<file path="src/design/recorder_pkg.sv">
// Shared constants and types for the disturbance record controller.
package recorder_pkg;
    localparam int ANA_CH = 4;
    localparam int BIN_CH = 8;
    localparam int SMP_W = 16;
    localparam int LOCK_CH = ANA_CH + BIN_CH;
    localparam int SRC_MAN = LOCK_CH;
    localparam int SRC_PER = LOCK_CH + 1;
    localparam int SRC_N = LOCK_CH + 2;
    localparam int SRC_W = 4;
    localparam int MAX_REC = 100;
    localparam int SLOT_W = 7;
    localparam int TREND_MULT = 32;
    localparam int PCT_FULL = 100;
    localparam int LEN_W = 9;
    localparam int PCT_W = 7;
    localparam int SPC_W = 6;
    localparam int CNT_W = 16;
    localparam int LOCK_W = 20;
    localparam int CLK_NS = 25;
    localparam int MS_NS = 1000000;
    localparam int MS_CYC = MS_NS / CLK_NS;
    localparam int FIFO_DEPTH = 8;

    typedef enum logic [1:0] {ST_FILL = 2'b01, ST_POST = 2'b10} state_type;
    typedef enum logic [1:0] {
        KIND_HIST = 2'h0,
        KIND_POST = 2'h1,
        KIND_TREND = 2'h2
    } kind_type;

    typedef struct packed {
        logic [ANA_CH-1:0][SMP_W-1:0] analog;
        logic [BIN_CH-1:0] binary;
    } sample_type;

    typedef struct packed {
        logic [SLOT_W-1:0] slot;
        kind_type kind;
        sample_type data;
    } store_word_type;
endpackage : recorder_pkg

</file>
<file path="src/design/store_fifo.sv">
// Word FIFO between the record controller and the record memory.
`timescale 1ns/1ps
module store_fifo #(
    parameter int WIDTH = 8,
    parameter int DEPTH = 8,
    parameter int AW = $clog2(DEPTH)
) (
    // Clock and reset.
    input wire logic mclk,
    input wire logic srst,
    // Filling side.
    input wire logic in_valid,
    input wire logic [WIDTH-1:0] in_data,
    output logic in_ready,
    // Draining side.
    output logic out_valid,
    output logic [WIDTH-1:0] out_data,
    input wire logic out_ready
);
    typedef struct packed {
        logic [DEPTH-1:0][WIDTH-1:0] mem;
        logic [AW-1:0] wr;
        logic [AW-1:0] rd;
        logic [AW:0] cnt;
        logic in_ready;
        logic out_valid;
    } fifo_state_type;

    fifo_state_type s;
    fifo_state_type next_s;
    logic push;
    logic pop;

    // Ready and valid are registered so both sides see clean flop outputs.
    always_comb begin
        next_s = s;
        push = in_valid && s.in_ready;
        pop = s.out_valid && out_ready;
        if (push) begin
            next_s.mem[s.wr] = in_data;
            next_s.wr = (s.wr == AW'(DEPTH - 1)) ? '0 : s.wr + 1'b1;
        end
        if (pop) begin
            next_s.rd = (s.rd == AW'(DEPTH - 1)) ? '0 : s.rd + 1'b1;
        end
        next_s.cnt = s.cnt + (AW+1)'(push) - (AW+1)'(pop);
        next_s.in_ready = next_s.cnt != (AW+1)'(DEPTH);
        next_s.out_valid = next_s.cnt != '0;
    end

    // State register.
    always_ff @(posedge mclk) begin
        if (srst) begin
            s <= '0;
        end else begin
            s <= next_s;
        end
    end

    assign in_ready = s.in_ready;
    assign out_valid = s.out_valid;
    assign out_data = s.mem[s.rd];
endmodule : store_fifo

</file>
<file path="src/design/record_control.sv">
// Disturbance record controller: history, triggers, lock-out, record slots.
`timescale 1ns/1ps
module record_control #(
    parameter int MS_CYCLES = recorder_pkg::MS_NS / recorder_pkg::CLK_NS
) (
    // Clock and reset.
    input wire logic mclk,
    input wire logic srst,
    // Settings.
    input wire logic enable,
    input wire logic [recorder_pkg::LEN_W-1:0] record_len,
    input wire logic [recorder_pkg::PCT_W-1:0] pretrig_pct,
    input wire logic [recorder_pkg::SPC_W-1:0] samples_per_cycle,
    input wire logic overwrite_mode,
    input wire logic [recorder_pkg::LOCK_W-1:0] lockout_ms,
    input wire logic [recorder_pkg::ANA_CH-1:0] style_ana,
    input wire logic [recorder_pkg::BIN_CH-1:0] style_bin,
    input wire logic style_man,
    input wire logic style_per,
    input wire logic [recorder_pkg::BIN_CH-1:0] bin_enable,
    // Signal sources.
    input wire logic sample_valid,
    input wire recorder_pkg::sample_type sample,
    output logic sample_ready,
    input wire logic cycle_tick,
    input wire logic [recorder_pkg::ANA_CH-1:0][recorder_pkg::SMP_W-1:0] trend_value,
    input wire logic [recorder_pkg::ANA_CH-1:0] ana_trig,
    input wire logic [recorder_pkg::BIN_CH-1:0] bin_trig,
    input wire logic manual_trig,
    input wire logic periodic_trig,
    // Host deletion.
    input wire logic clear_all,
    input wire logic del_cfg,
    input wire logic del_dat,
    input wire logic [recorder_pkg::SLOT_W-1:0] del_slot,
    // Host status.
    output logic [recorder_pkg::LOCK_CH-1:0][recorder_pkg::LOCK_W-1:0] lockout_remaining_object,
    output logic [recorder_pkg::SLOT_W:0] stored_count,
    output logic store_full_flag,
    output logic oldest_replaced_flag,
    output logic manual_fired_flag,
    output logic periodic_fired_flag,
    output logic status_event,
    output logic recording_active,
    output logic [recorder_pkg::SRC_W-1:0] last_source,
    // Record memory.
    output logic rec_start,
    output logic rec_trend,
    output logic [recorder_pkg::SLOT_W-1:0] rec_slot,
    output logic [recorder_pkg::CNT_W-1:0] rec_pre_len,
    output logic mem_valid,
    output recorder_pkg::store_word_type mem_word,
    input wire logic mem_ready
);
    localparam int MS_W = $clog2(MS_CYCLES + 1);
    localparam int PW = recorder_pkg::CNT_W + recorder_pkg::PCT_W;

    typedef struct packed {
        recorder_pkg::state_type st;
        logic [recorder_pkg::CNT_W-1:0] hist;
        logic [recorder_pkg::CNT_W-1:0] post;
        logic trend;
        logic [recorder_pkg::SRC_W-1:0] last_src;
        logic [recorder_pkg::LOCK_CH-1:0][recorder_pkg::LOCK_W-1:0] lock;
        logic [MS_W-1:0] ms;
        logic [recorder_pkg::MAX_REC-1:0] occ;
        logic [recorder_pkg::MAX_REC-1:0] cfg_gone;
        logic [recorder_pkg::MAX_REC-1:0] dat_gone;
        logic [recorder_pkg::SLOT_W-1:0] oldest;
        logic [recorder_pkg::SLOT_W-1:0] slot;
        logic [recorder_pkg::PCT_W-1:0] pct;
        logic [recorder_pkg::SLOT_W:0] count;
        logic full;
        logic replaced;
        logic man;
        logic per;
        logic event_p;
        logic active;
        logic start;
        logic [recorder_pkg::CNT_W-1:0] pre_len;
    } ctl_type;

    ctl_type s;
    ctl_type next_s;
    logic fifo_rdy;
    logic push;
    recorder_pkg::store_word_type word;
    logic [recorder_pkg::SRC_N-1:0] hits;
    logic [recorder_pkg::SRC_N-1:0] styles;
    logic [recorder_pkg::SRC_N-1:0] elig;
    logic [recorder_pkg::SRC_W-1:0] sel;
    logic any;
    logic accept;
    logic mem_full;
    logic [recorder_pkg::CNT_W-1:0] total;
    logic [PW-1:0] prod;
    logic [recorder_pkg::CNT_W-1:0] pre_target;
    logic [recorder_pkg::SLOT_W-1:0] free_slot;
    logic [recorder_pkg::SLOT_W:0] pop_cnt;
    logic ms_tick;
    logic flush;

    // ------------------------------------------------------------
    // Trigger qualification and record length arithmetic
    // ------------------------------------------------------------

    // Lowest-numbered eligible source wins when several fire together.
    always_comb begin
        hits = {periodic_trig, manual_trig, bin_trig & bin_enable, ana_trig};
        styles = {style_per, style_man, style_bin, style_ana};
        sel = '0;
        any = 1'b0;
        for (int i = 0; i < recorder_pkg::SRC_N; i++) begin
            elig[i] = hits[i];
            if (i < recorder_pkg::LOCK_CH) begin
                // Only channel sources are ever suppressed.
                if (lockout_ms != '0 && s.last_src == recorder_pkg::SRC_W'(i)
                        && s.lock[i % recorder_pkg::LOCK_CH] != '0) begin
                    elig[i] = 1'b0;
                end
            end
        end
        for (int i = recorder_pkg::SRC_N - 1; i >= 0; i--) begin
            if (elig[i]) begin
                sel = recorder_pkg::SRC_W'(i);
                any = 1'b1;
            end
        end
        mem_full = s.count == (recorder_pkg::SLOT_W+1)'(recorder_pkg::MAX_REC);
        // Busy and saturated states block triggering.
        accept = enable && any && s.st == recorder_pkg::ST_FILL && !flush
            && !(mem_full && !overwrite_mode);
    end

    // The divide by a constant rounds the history share down to a whole sample.
    always_comb begin
        total = recorder_pkg::CNT_W'(record_len) * recorder_pkg::CNT_W'(samples_per_cycle);
        prod = PW'(total) * PW'(pretrig_pct);
        pre_target = recorder_pkg::CNT_W'(prod / PW'(recorder_pkg::PCT_FULL));
        free_slot = '0;
        for (int i = recorder_pkg::MAX_REC - 1; i >= 0; i--) begin
            if (!s.occ[i]) begin
                free_slot = recorder_pkg::SLOT_W'(i);
            end
        end
    end

    // A pre-trigger percentage change, disable or delete-all restarts history from nothing.
    assign flush = clear_all || !enable || pretrig_pct != s.pct;
    assign ms_tick = s.ms == '0;

    // ------------------------------------------------------------
    // Next-state logic
    // ------------------------------------------------------------

    // One process steps every field of the controller state.
    always_comb begin
        next_s = s;
        next_s.start = 1'b0;
        next_s.event_p = 1'b0;
        next_s.pct = pretrig_pct;
        push = 1'b0;
        word = '0;
        word.slot = s.slot;
        word.data = sample;
        word.data.binary = sample.binary & bin_enable;
        pop_cnt = '0;

        // Millisecond base and per-channel lock-out counters.
        next_s.ms = ms_tick ? MS_W'(MS_CYCLES - 1) : s.ms - 1'b1;
        for (int i = 0; i < recorder_pkg::LOCK_CH; i++) begin
            if (lockout_ms == '0) begin
                next_s.lock[i] = '0;
            end else if (ms_tick && s.lock[i] != '0) begin
                next_s.lock[i] = s.lock[i] - 1'b1;
            end
        end

        // A slot frees only when both of its files are gone.
        if (del_slot < recorder_pkg::SLOT_W'(recorder_pkg::MAX_REC)) begin
            if (del_cfg && s.occ[del_slot]) begin
                next_s.cfg_gone[del_slot] = 1'b1;
            end
            if (del_dat && s.occ[del_slot]) begin
                next_s.dat_gone[del_slot] = 1'b1;
            end
        end
        for (int i = 0; i < recorder_pkg::MAX_REC; i++) begin
            if (next_s.cfg_gone[i] && next_s.dat_gone[i]) begin
                next_s.occ[i] = 1'b0;
                next_s.cfg_gone[i] = 1'b0;
                next_s.dat_gone[i] = 1'b0;
            end
        end

        case (s.st)
            recorder_pkg::ST_FILL: begin
                // History runs constantly; the count saturates at the target.
                if (sample_valid && fifo_rdy && enable) begin
                    push = 1'b1;
                    word.kind = recorder_pkg::KIND_HIST;
                    if (s.hist < pre_target) begin
                        next_s.hist = s.hist + 1'b1;
                    end
                end
                if (accept) begin
                    next_s.st = recorder_pkg::ST_POST;
                    next_s.active = 1'b1;
                    next_s.start = 1'b1;
                    next_s.last_src = sel;
                    next_s.trend = styles[sel];
                    if (styles[sel]) begin
                        next_s.pre_len = '0;
                        next_s.post = recorder_pkg::CNT_W'(record_len)
                            * recorder_pkg::CNT_W'(recorder_pkg::TREND_MULT);
                    end else begin
                        // Missing history simply shortens the record.
                        next_s.pre_len = (s.hist < pre_target) ? s.hist : pre_target;
                        next_s.post = total - pre_target;
                    end
                    if (sel < recorder_pkg::SRC_W'(recorder_pkg::LOCK_CH)
                            && lockout_ms != '0) begin
                        next_s.lock[sel] = lockout_ms;
                    end
                    if (sel == recorder_pkg::SRC_W'(recorder_pkg::SRC_MAN)) begin
                        next_s.man = !s.man;
                        next_s.event_p = 1'b1;
                    end
                    if (sel == recorder_pkg::SRC_W'(recorder_pkg::SRC_PER)) begin
                        next_s.per = !s.per;
                        next_s.event_p = 1'b1;
                    end
                    if (mem_full) begin
                        // Oldest record gives way to the new one.
                        next_s.slot = s.oldest;
                        next_s.oldest = (s.oldest == recorder_pkg::SLOT_W'(recorder_pkg::MAX_REC - 1))
                            ? '0 : s.oldest + 1'b1;
                        next_s.replaced = !s.replaced;
                        next_s.event_p = 1'b1;
                    end else begin
                        next_s.slot = free_slot;
                    end
                    next_s.occ[next_s.slot] = 1'b1;
                    next_s.cfg_gone[next_s.slot] = 1'b0;
                    next_s.dat_gone[next_s.slot] = 1'b0;
                end
            end
            recorder_pkg::ST_POST: begin
                if (s.post == '0) begin
                    // The last word of the record is queued in the FIFO, so the active output drops.
                    next_s.st = recorder_pkg::ST_FILL;
                    next_s.active = 1'b0;
                    next_s.hist = '0;
                end else if (s.trend) begin
                    // A cycle strobe met by a full FIFO loses that entry.
                    if (cycle_tick && fifo_rdy) begin
                        push = 1'b1;
                        word.kind = recorder_pkg::KIND_TREND;
                        word.data.analog = trend_value;
                        next_s.post = s.post - 1'b1;
                    end
                end else if (sample_valid && fifo_rdy) begin
                    push = 1'b1;
                    word.kind = recorder_pkg::KIND_POST;
                    next_s.post = s.post - 1'b1;
                end
            end
            default: begin
                next_s.st = recorder_pkg::ST_FILL;
            end
        endcase

        // Flush overrides the state, history and post counts and active output set by the state step.
        if (flush) begin
            next_s.st = recorder_pkg::ST_FILL;
            next_s.hist = '0;
            next_s.post = '0;
            next_s.active = 1'b0;
        end
        if (clear_all) begin
            next_s.occ = '0;
            next_s.cfg_gone = '0;
            next_s.dat_gone = '0;
            next_s.oldest = '0;
        end

        for (int i = 0; i < recorder_pkg::MAX_REC; i++) begin
            pop_cnt = pop_cnt + (recorder_pkg::SLOT_W+1)'(next_s.occ[i]);
        end
        next_s.count = pop_cnt;
        // Full flag follows the count in both directions, and stays low in overwrite mode.
        next_s.full = !overwrite_mode
            && pop_cnt == (recorder_pkg::SLOT_W+1)'(recorder_pkg::MAX_REC);
        if (next_s.full != s.full) begin
            next_s.event_p = 1'b1;
        end
    end

    // State register.
    always_ff @(posedge mclk) begin
        if (srst) begin
            s <= '0;
            s.st <= recorder_pkg::ST_FILL;
        end else begin
            s <= next_s;
        end
    end

    // ------------------------------------------------------------
    // Record memory FIFO and outputs
    // ------------------------------------------------------------

    // Back-pressure reaches the source through sample_ready.
    store_fifo #(
        .WIDTH($bits(recorder_pkg::store_word_type)),
        .DEPTH(recorder_pkg::FIFO_DEPTH)
    ) u_fifo (
        .mclk(mclk),
        .srst(srst),
        .in_valid(push),
        .in_data(word),
        .in_ready(fifo_rdy),
        .out_valid(mem_valid),
        .out_data(mem_word),
        .out_ready(mem_ready)
    );

    assign sample_ready = fifo_rdy;
    assign lockout_remaining_object = s.lock;
    assign stored_count = s.count;
    assign store_full_flag = s.full;
    assign oldest_replaced_flag = s.replaced;
    assign manual_fired_flag = s.man;
    assign periodic_fired_flag = s.per;
    assign status_event = s.event_p;
    assign recording_active = s.active;
    assign last_source = s.last_src;
    assign rec_start = s.start;
    assign rec_trend = s.trend;
    assign rec_slot = s.slot;
    assign rec_pre_len = s.pre_len;
endmodule : record_control

</file>
<file path="config.mk">
export PLATFORM = sky130hd
export DESIGN_NAME = record_control
export DESIGN_NICKNAME = d
export VERILOG_FILES = /design/src/design/recorder_pkg.sv /design/src/design/store_fifo.sv /design/src/design/record_control.sv
export SDC_FILE = /design/constraint.sdc
export NUM_CORES = 2
export LEC_CHECK = 0
export BUFFER_PORTS_ARGS = -buffer_cell sky130_fd_sc_hd__buf_4
export CORE_ASPECT_RATIO = 0.75
export CORE_UTILIZATION = 40
export DETAILED_ROUTE_END_ITERATION = 6
export GPL_ROUTABILITY_DRIVEN = 1
export PLACE_DENSITY = 0.66
export SYNTH_ARGS = -nofsm -noshare
export SYNTH_HDL_FRONTEND = slang
export SYNTH_SLANG_ARGS = --single-unit
</file>
<file path="constraint.sdc">
create_clock -name mclk -period 25.4 [get_ports mclk]
set_clock_uncertainty 0.15 [all_clocks]
set_input_delay 5.08 -clock mclk [delete_from_list [all_inputs] [get_ports mclk]]
set_output_delay 5.08 -clock mclk [all_outputs]
set_load 0.01 [all_outputs]
</file>
After elaboration in Yosys (flattened, before gate mapping)
Index checks and enable logic that the tools add are counted.

Bits in registers: 1307. Bits in latches: 0. Memory bits (writable): 0. Bits in read-only memories: 0. Bits of input ports: 231. Output and inout port bits: 366. Word-level logic and storage cells: 946. Memories kept: 0.

Add/sub/neg operators: 120. Multiply operators: 2. Div/mod/pow operators: 1. Order comparisons: 12. Equal/unequal tests: 30. Shift operators: 0. Mux-type cells: 531. Bitwise logic cells: 9. Reduce and logical (&&, ||, !) cells: 194.

Operators with widths (count): $add A8 B1 Y8 (92); $mux W7 (105); $bwmux W648 (1); $mux W314 (2); $mux W20 (25); $mux W240 (2); $mux W1 (342); $mux W307 (1); $or A100 B100 Y100 (3); $mux W261 (1); $reduce_bool A20 Y1 (13); $bmux W81 S3 (1); $demux W81 S3 (1); $bwmux W240 (1); $sub A20 B1 Y20 const B (12); $and A100 B100 Y100 (2); $mux W100 (2); $mux W200 (1); $mux W81 (2); $mux W16 (10); $logic_and A1 B1 Y1 (154); $mux W66 (2); $mux W64 (2); $not A100 Y100 (1); other kinds (67) (121).

Logic depth before layout (Yosys ltp)
Word-level depth: 215. Depth in mapped cells: 94. Mapped depth without buffers: 83.

Hierarchy
A second synthesis with hierarchy kept.

Cells, all modules: 9634. Area total of the unflattened synthesis: 78477.8 um^2.

Modules (own cells, without submodules): record_control (instances 1, cells each 6236, area an instance 48420.2 um^2, seq. area each 12952.4 um^2); store_fifo (instances 1, cells each 3398, area an instance 30057.6 um^2, seq. area each 13212.7 um^2).

Worst setup path after synthesis
OpenSTA, ideal clock, no wires.

Kind: in2reg. Start: input port record_len[0] (netlist name). End: register s[627] (netlist name). Library setup time: 0.128 ns. Arrival: 22.786 ns. Required time: 25.122 ns. Setup slack: 2.337 ns. Stages: 86. Buffers on the path: 7. Cell sequence: clkbuf_1 > nand2_1 > fa_1 > fa_1 > fa_1 > inv_1 > ha_1 > a21oi_1 > o21ai_0 > a21oi_1 > o21ai_0 > a21oi_1 > nor2_1 > o21ai_0 > nand2b_1 > a21oi_1 > xnor2_1 > nand2_1 > [50 not listed] > inv_1 > fa_1 > a21o_1 > a21o_1 > a21o_1 > a21oi_1 > o21bai_1 > a21oi_1 > o21bai_1 > a21oi_1 > o21bai_1 > a21oi_1 > o21bai_1 > a21oi_1 > xor2_1 > o211ai_1 > o21ai_0 > nor2_1.

Cells in the longest elaborated chain, start to end: 7.

RTL lines: start, declared (line record_control.sv:11) `input wire logic [recorder_pkg::LEN_W-1:0] record_len,`; $mul A9 B6 Y15 (*) (line record_control.sv:137) `total = recorder_pkg::CNT_W'(record_len) * recorder_pkg::CNT_W'(samples_per_cycle);`; $mul A15 B7 Y22 (line record_control.sv:138) `prod = PW'(total) * PW'(pretrig_pct);`; $div A22 B7 Y23 (line record_control.sv:139) `pre_target = recorder_pkg::CNT_W'(prod / PW'(recorder_pkg::PCT_FULL));`; $sub A15 B16 Y16 (*) (line record_control.sv:219) `next_s.post = total - pre_target;`; $mux W16 (*) (line record_control.sv:212) `if (styles[sel]) begin`; $mux W261 (*) (line record_control.sv:206) `if (accept) begin`; $pmux W32 S2 (*) (line record_control.sv:196) `case (s.st)`; end signal, assigned (line record_control.sv:305) `s <= next_s;`; end, declared (line record_control.sv:83) `ctl_type s;`.

Mark *: on every way between the ends. The rest lies on a longest branch, timed or not. The select of a mux whose other input is x is not followed. A chain may end at the register's enable or synchronous reset.

Final worst setup path
Start: input port record_len[3] (netlist name). End: register s[627] (netlist name).

Same word-level chain as after synthesis.

==> metrics.log <==
[metrics] layout cell share with drive strength beyond 1: between 10% and 20%
[metrics] number of cell rows: about 140
[metrics] chip width: 503 um
[metrics] TritonCTS buffer count: 140
[metrics] area share of xor/xnor cells in the synthesized design: 3.59%
[metrics] core region area: 186000 um2
[metrics] Critical Path End Type: register
[metrics] detailed placement HPWL: 194 mm
[metrics] placement-stage cell area: between 80000 and 90000 um2
[metrics] total nets after synthesis: 9464
[metrics] max-capacitance violation count: 0
[metrics] Synth Area in Compound Gates: between 10% and 20%
[metrics] maximum fanout along the worst path: 11
[metrics] GR Util All Layers: between 20% and 30%
[metrics] total area of multi-input combinational cells: 43800 um2
[metrics] detailed-router iteration count before antenna repair: 7
[metrics] clock input transition at the sequential cells of the worst setup and hold paths: 60 ps
[metrics] actual slew at the worst max-slew pin: 1330 ps
[metrics] Critical Path Slowest Stage Cell: sky130_fd_sc_hd__fa_1
[metrics] vertical die dimension: between 300 and 400 um
[metrics] Slew Limit Headroom: around 11%
[metrics] clock latency of the later-clocked register in the worst-skew pair: roughly 830 ps
[metrics] starting DRC count in detailed routing: between 6000 and 7000
[metrics] Cell Count, Final, Fillers Out: 11500
[metrics] die outline area: between 150000 and 200000 um2
[metrics] Top FF cell, synth: sky130_fd_sc_hd__dfxtp_1
[metrics] RD Place Congestion: around 0.96
[metrics] DRT Wirelength: 278 mm
[metrics] outcome: finished with violations
[metrics] Final Instance Area: roughly 85000 um2
[metrics] count of buffers inserted at the top-level ports: a little under 600
[metrics] Residual DRC: 1
[metrics] number of H-tree levels: 4
[metrics] number of antenna violations at the first check in global routing: 5
[metrics] layout overhead on the synthesized area: 12.8%
[metrics] register area share after synthesis: around a third
[metrics] Final period util: between 90% and 100%
[metrics] GR Overflow Total: 0
[metrics] post-synthesis share of cell area spent on and, or, nand and nor gates: roughly a fifth
[metrics] ratio of routed vias to standard cells: a little under 6
[metrics] average footprint of a synthesized cell: 8.46 um2
[metrics] most frequent cell on the critical path: sky130_fd_sc_hd__a21oi_1
[metrics] combined flip-flop and latch cell area: 26200 um2
[metrics] hold violation count in the final report: 0
[metrics] starting utilization of the core area: 40.4%
[metrics] leading cell type in the layout, fill and taps excluded: sky130_fd_sc_hd__dfxtp_1
[metrics] Slew Limit Fails: 0
[metrics] maximum number of pins on one net before global-route repair: 190
[metrics] count of warnings emitted by yosys: 0
[metrics] setup violation total in the final timing report: 0
[metrics] post-synthesis adder-cell area fraction: 7.37%
[metrics] post-layout minimum cycle time: 24300 ps
[metrics] total number of vias: 67700
[metrics] Post-synth ARST share: 0%
[metrics] largest family of logic cells by synthesized area: simple AND/OR/NAND/NOR gates
[metrics] Longest Clk Path Bufs: 3
[metrics] detailed-route wire length per cell: between 20 and 25 um
[metrics] setup repair after global routing missed its margin: no
[metrics] largest incremental delay on the critical path: 560 ps
[metrics] first-pass GRT wire length: just over 400 mm
[metrics] CTS Root Buffer Type: sky130_fd_sc_hd__clkbuf_16
[metrics] Placed Cells incl. Taps: ~11000
[metrics] Total Negative Setup Slacks: 0 ps
[metrics] Cell variety after synth: about 130
[metrics] Final Net Count: 9479
[metrics] number of synthesized register bits: between 1000 and 1500
[metrics] mux cell area share after synthesis: between 7 and 8%
[metrics] Post-Synthesis Cell Area: 75300 um2
[metrics] commonest cells after routing, fill and taps aside: sky130_fd_sc_hd__dfxtp_1, sky130_fd_sc_hd__nor2_1, sky130_fd_sc_hd__a21oi_1
[metrics] via count of the first global-routing pass: 63400
[metrics] failing checks: design-rule violations
[metrics] TritonCTS clock tree: done
[metrics] post-route ant nets: 0
[metrics] critical path required time: roughly 26000 ps
[metrics] class of the tightest hold or removal check: reg2reg
[metrics] Setup Buffers After CTS: 0
[metrics] critical setup path kind: in2reg
[metrics] fmax: approximately 41 MHz
[metrics] worst endpoint data arrival time: about 25000 ps
[metrics] TritonCTS Sinks: about 1300
[metrics] count of mapped cells out of synthesis: between 8000 and 9000
[metrics] EDFF count, synth: 0
[metrics] startpoint kind of the worst setup timing path: input port
[metrics] FILL cells: ~18000
[metrics] count of boundary I/O pins: around 600
[path summary, 6_finish.rpt]
kind                      start      endpoint  slack, ps  cells past startpoint
setup / recovery  record_len[3]        s[627]       1100                     79
hold / removal     u_fifo.s[19]  u_fifo.s[19]        300                      2
setup reg to reg         s[351]  status_event       9980                     65
hold reg to reg    u_fifo.s[19]  u_fifo.s[19]        300                      2
[worst max-delay path, delay by kind of cell]
family / cells / cell delay, ps
adder cells (fa/ha/maj): 11 / 4940
AO/OA/AOI/OAI: 45 / 9830
AND/OR/NAND/NOR: 11 / 2470
multiplexers: 4 / 1480
buffers and inverters: 6 / 430
XOR/XNOR: 2 / 530
[stage by stage]
stage / util, % / setup slack (ps) / hold WS [ps]
after detailed placement: 42.9 / 587 / 296
after floorplan: - / 2340 / 276
after global routing: 45.6 / 1.81 / 319
after CTS: 45.5 / 1340 / 304
after global placement: 42.9 / 665 / 288
final: 45.6 / 1100 / 304
[metal layers]
layer	track usage [%]	share of wire [%]	up-vias
li1	-	-	31300
met5	0	0.015	-
met2	42.8	44	2838
met4	12.8	5.0	6
met3	6.75	8.8	530
met1	37.7	42	33000
[cells in the mapped netlist, drive strengths merged (68+ instances only)]
cell type / instances / area (um2)
dfxtp: 1307 / 26200
nor2: 1295 / 4870
a21oi: 852 / 4310
nand2: 623 / 2350
a211oi: 554 / 4190
clkbuf: 512 / 1930
buf: 381 / 2550
nor3: 344 / 1730
inv: 303 / 1140
o21ai: 250 / 1260
xnor2: 193 / 1720
and2: 184 / 1150
fa: 183 / 3660
mux4: 170 / 3830
ha: 150 / 1880
xor2: 112 / 988
mux2i: 111 / 1120
nor4b: 110 / 963
nand3: 96 / 493
mux2: 91 / 1020
nand4: 68 / 432
[area by class of cell]
class	instances	share of cell area [%]
Multi-Input combinational cell	6395	51.5
Sequential cell	1307	30.8
Timing Repair Buffer	766	6.85
Clock buffer	197	4.68
Tap cell	2502	3.68
Inverter	305	1.35
Clock inverter	55	1.12
Antenna cell	1	0.00294
[kinds of logic (layout without fill, tap and decap cells)]
| logic type | Yosys count | count (layout) |
|---|---|---|
| and+or+nand+nor | 3221 | 3221 |
| AOI/OAI and AO/OA | 2163 | 2163 |
| DFF | 1307 | 1307 |
| buffers and inverters | 1198 | 1323 |
| muxes | 372 | 372 |
| adders and majority gates | 334 | 334 |
| xor gates and xnor gates | 305 | 305 |
| other | 0 | 1 |
[repair_timing]
action                     CTS  global route
setup endpoints to repair    0            12
gates resized for setup      0             5
hold buffers                 0             0
[sequential cells by signal (all words and copies together) (netlist names), 4 cells and up]
name and cells:
lockout_remaining_object 240, s 364, rec_pre_len 16, u_fifo.s 658, stored_count 8, rec_slot 7, last_source 4
Power is left out: the tool's default activity adds up to more than one toggle a clock period on the data nets, which glitch-free logic cannot reach.
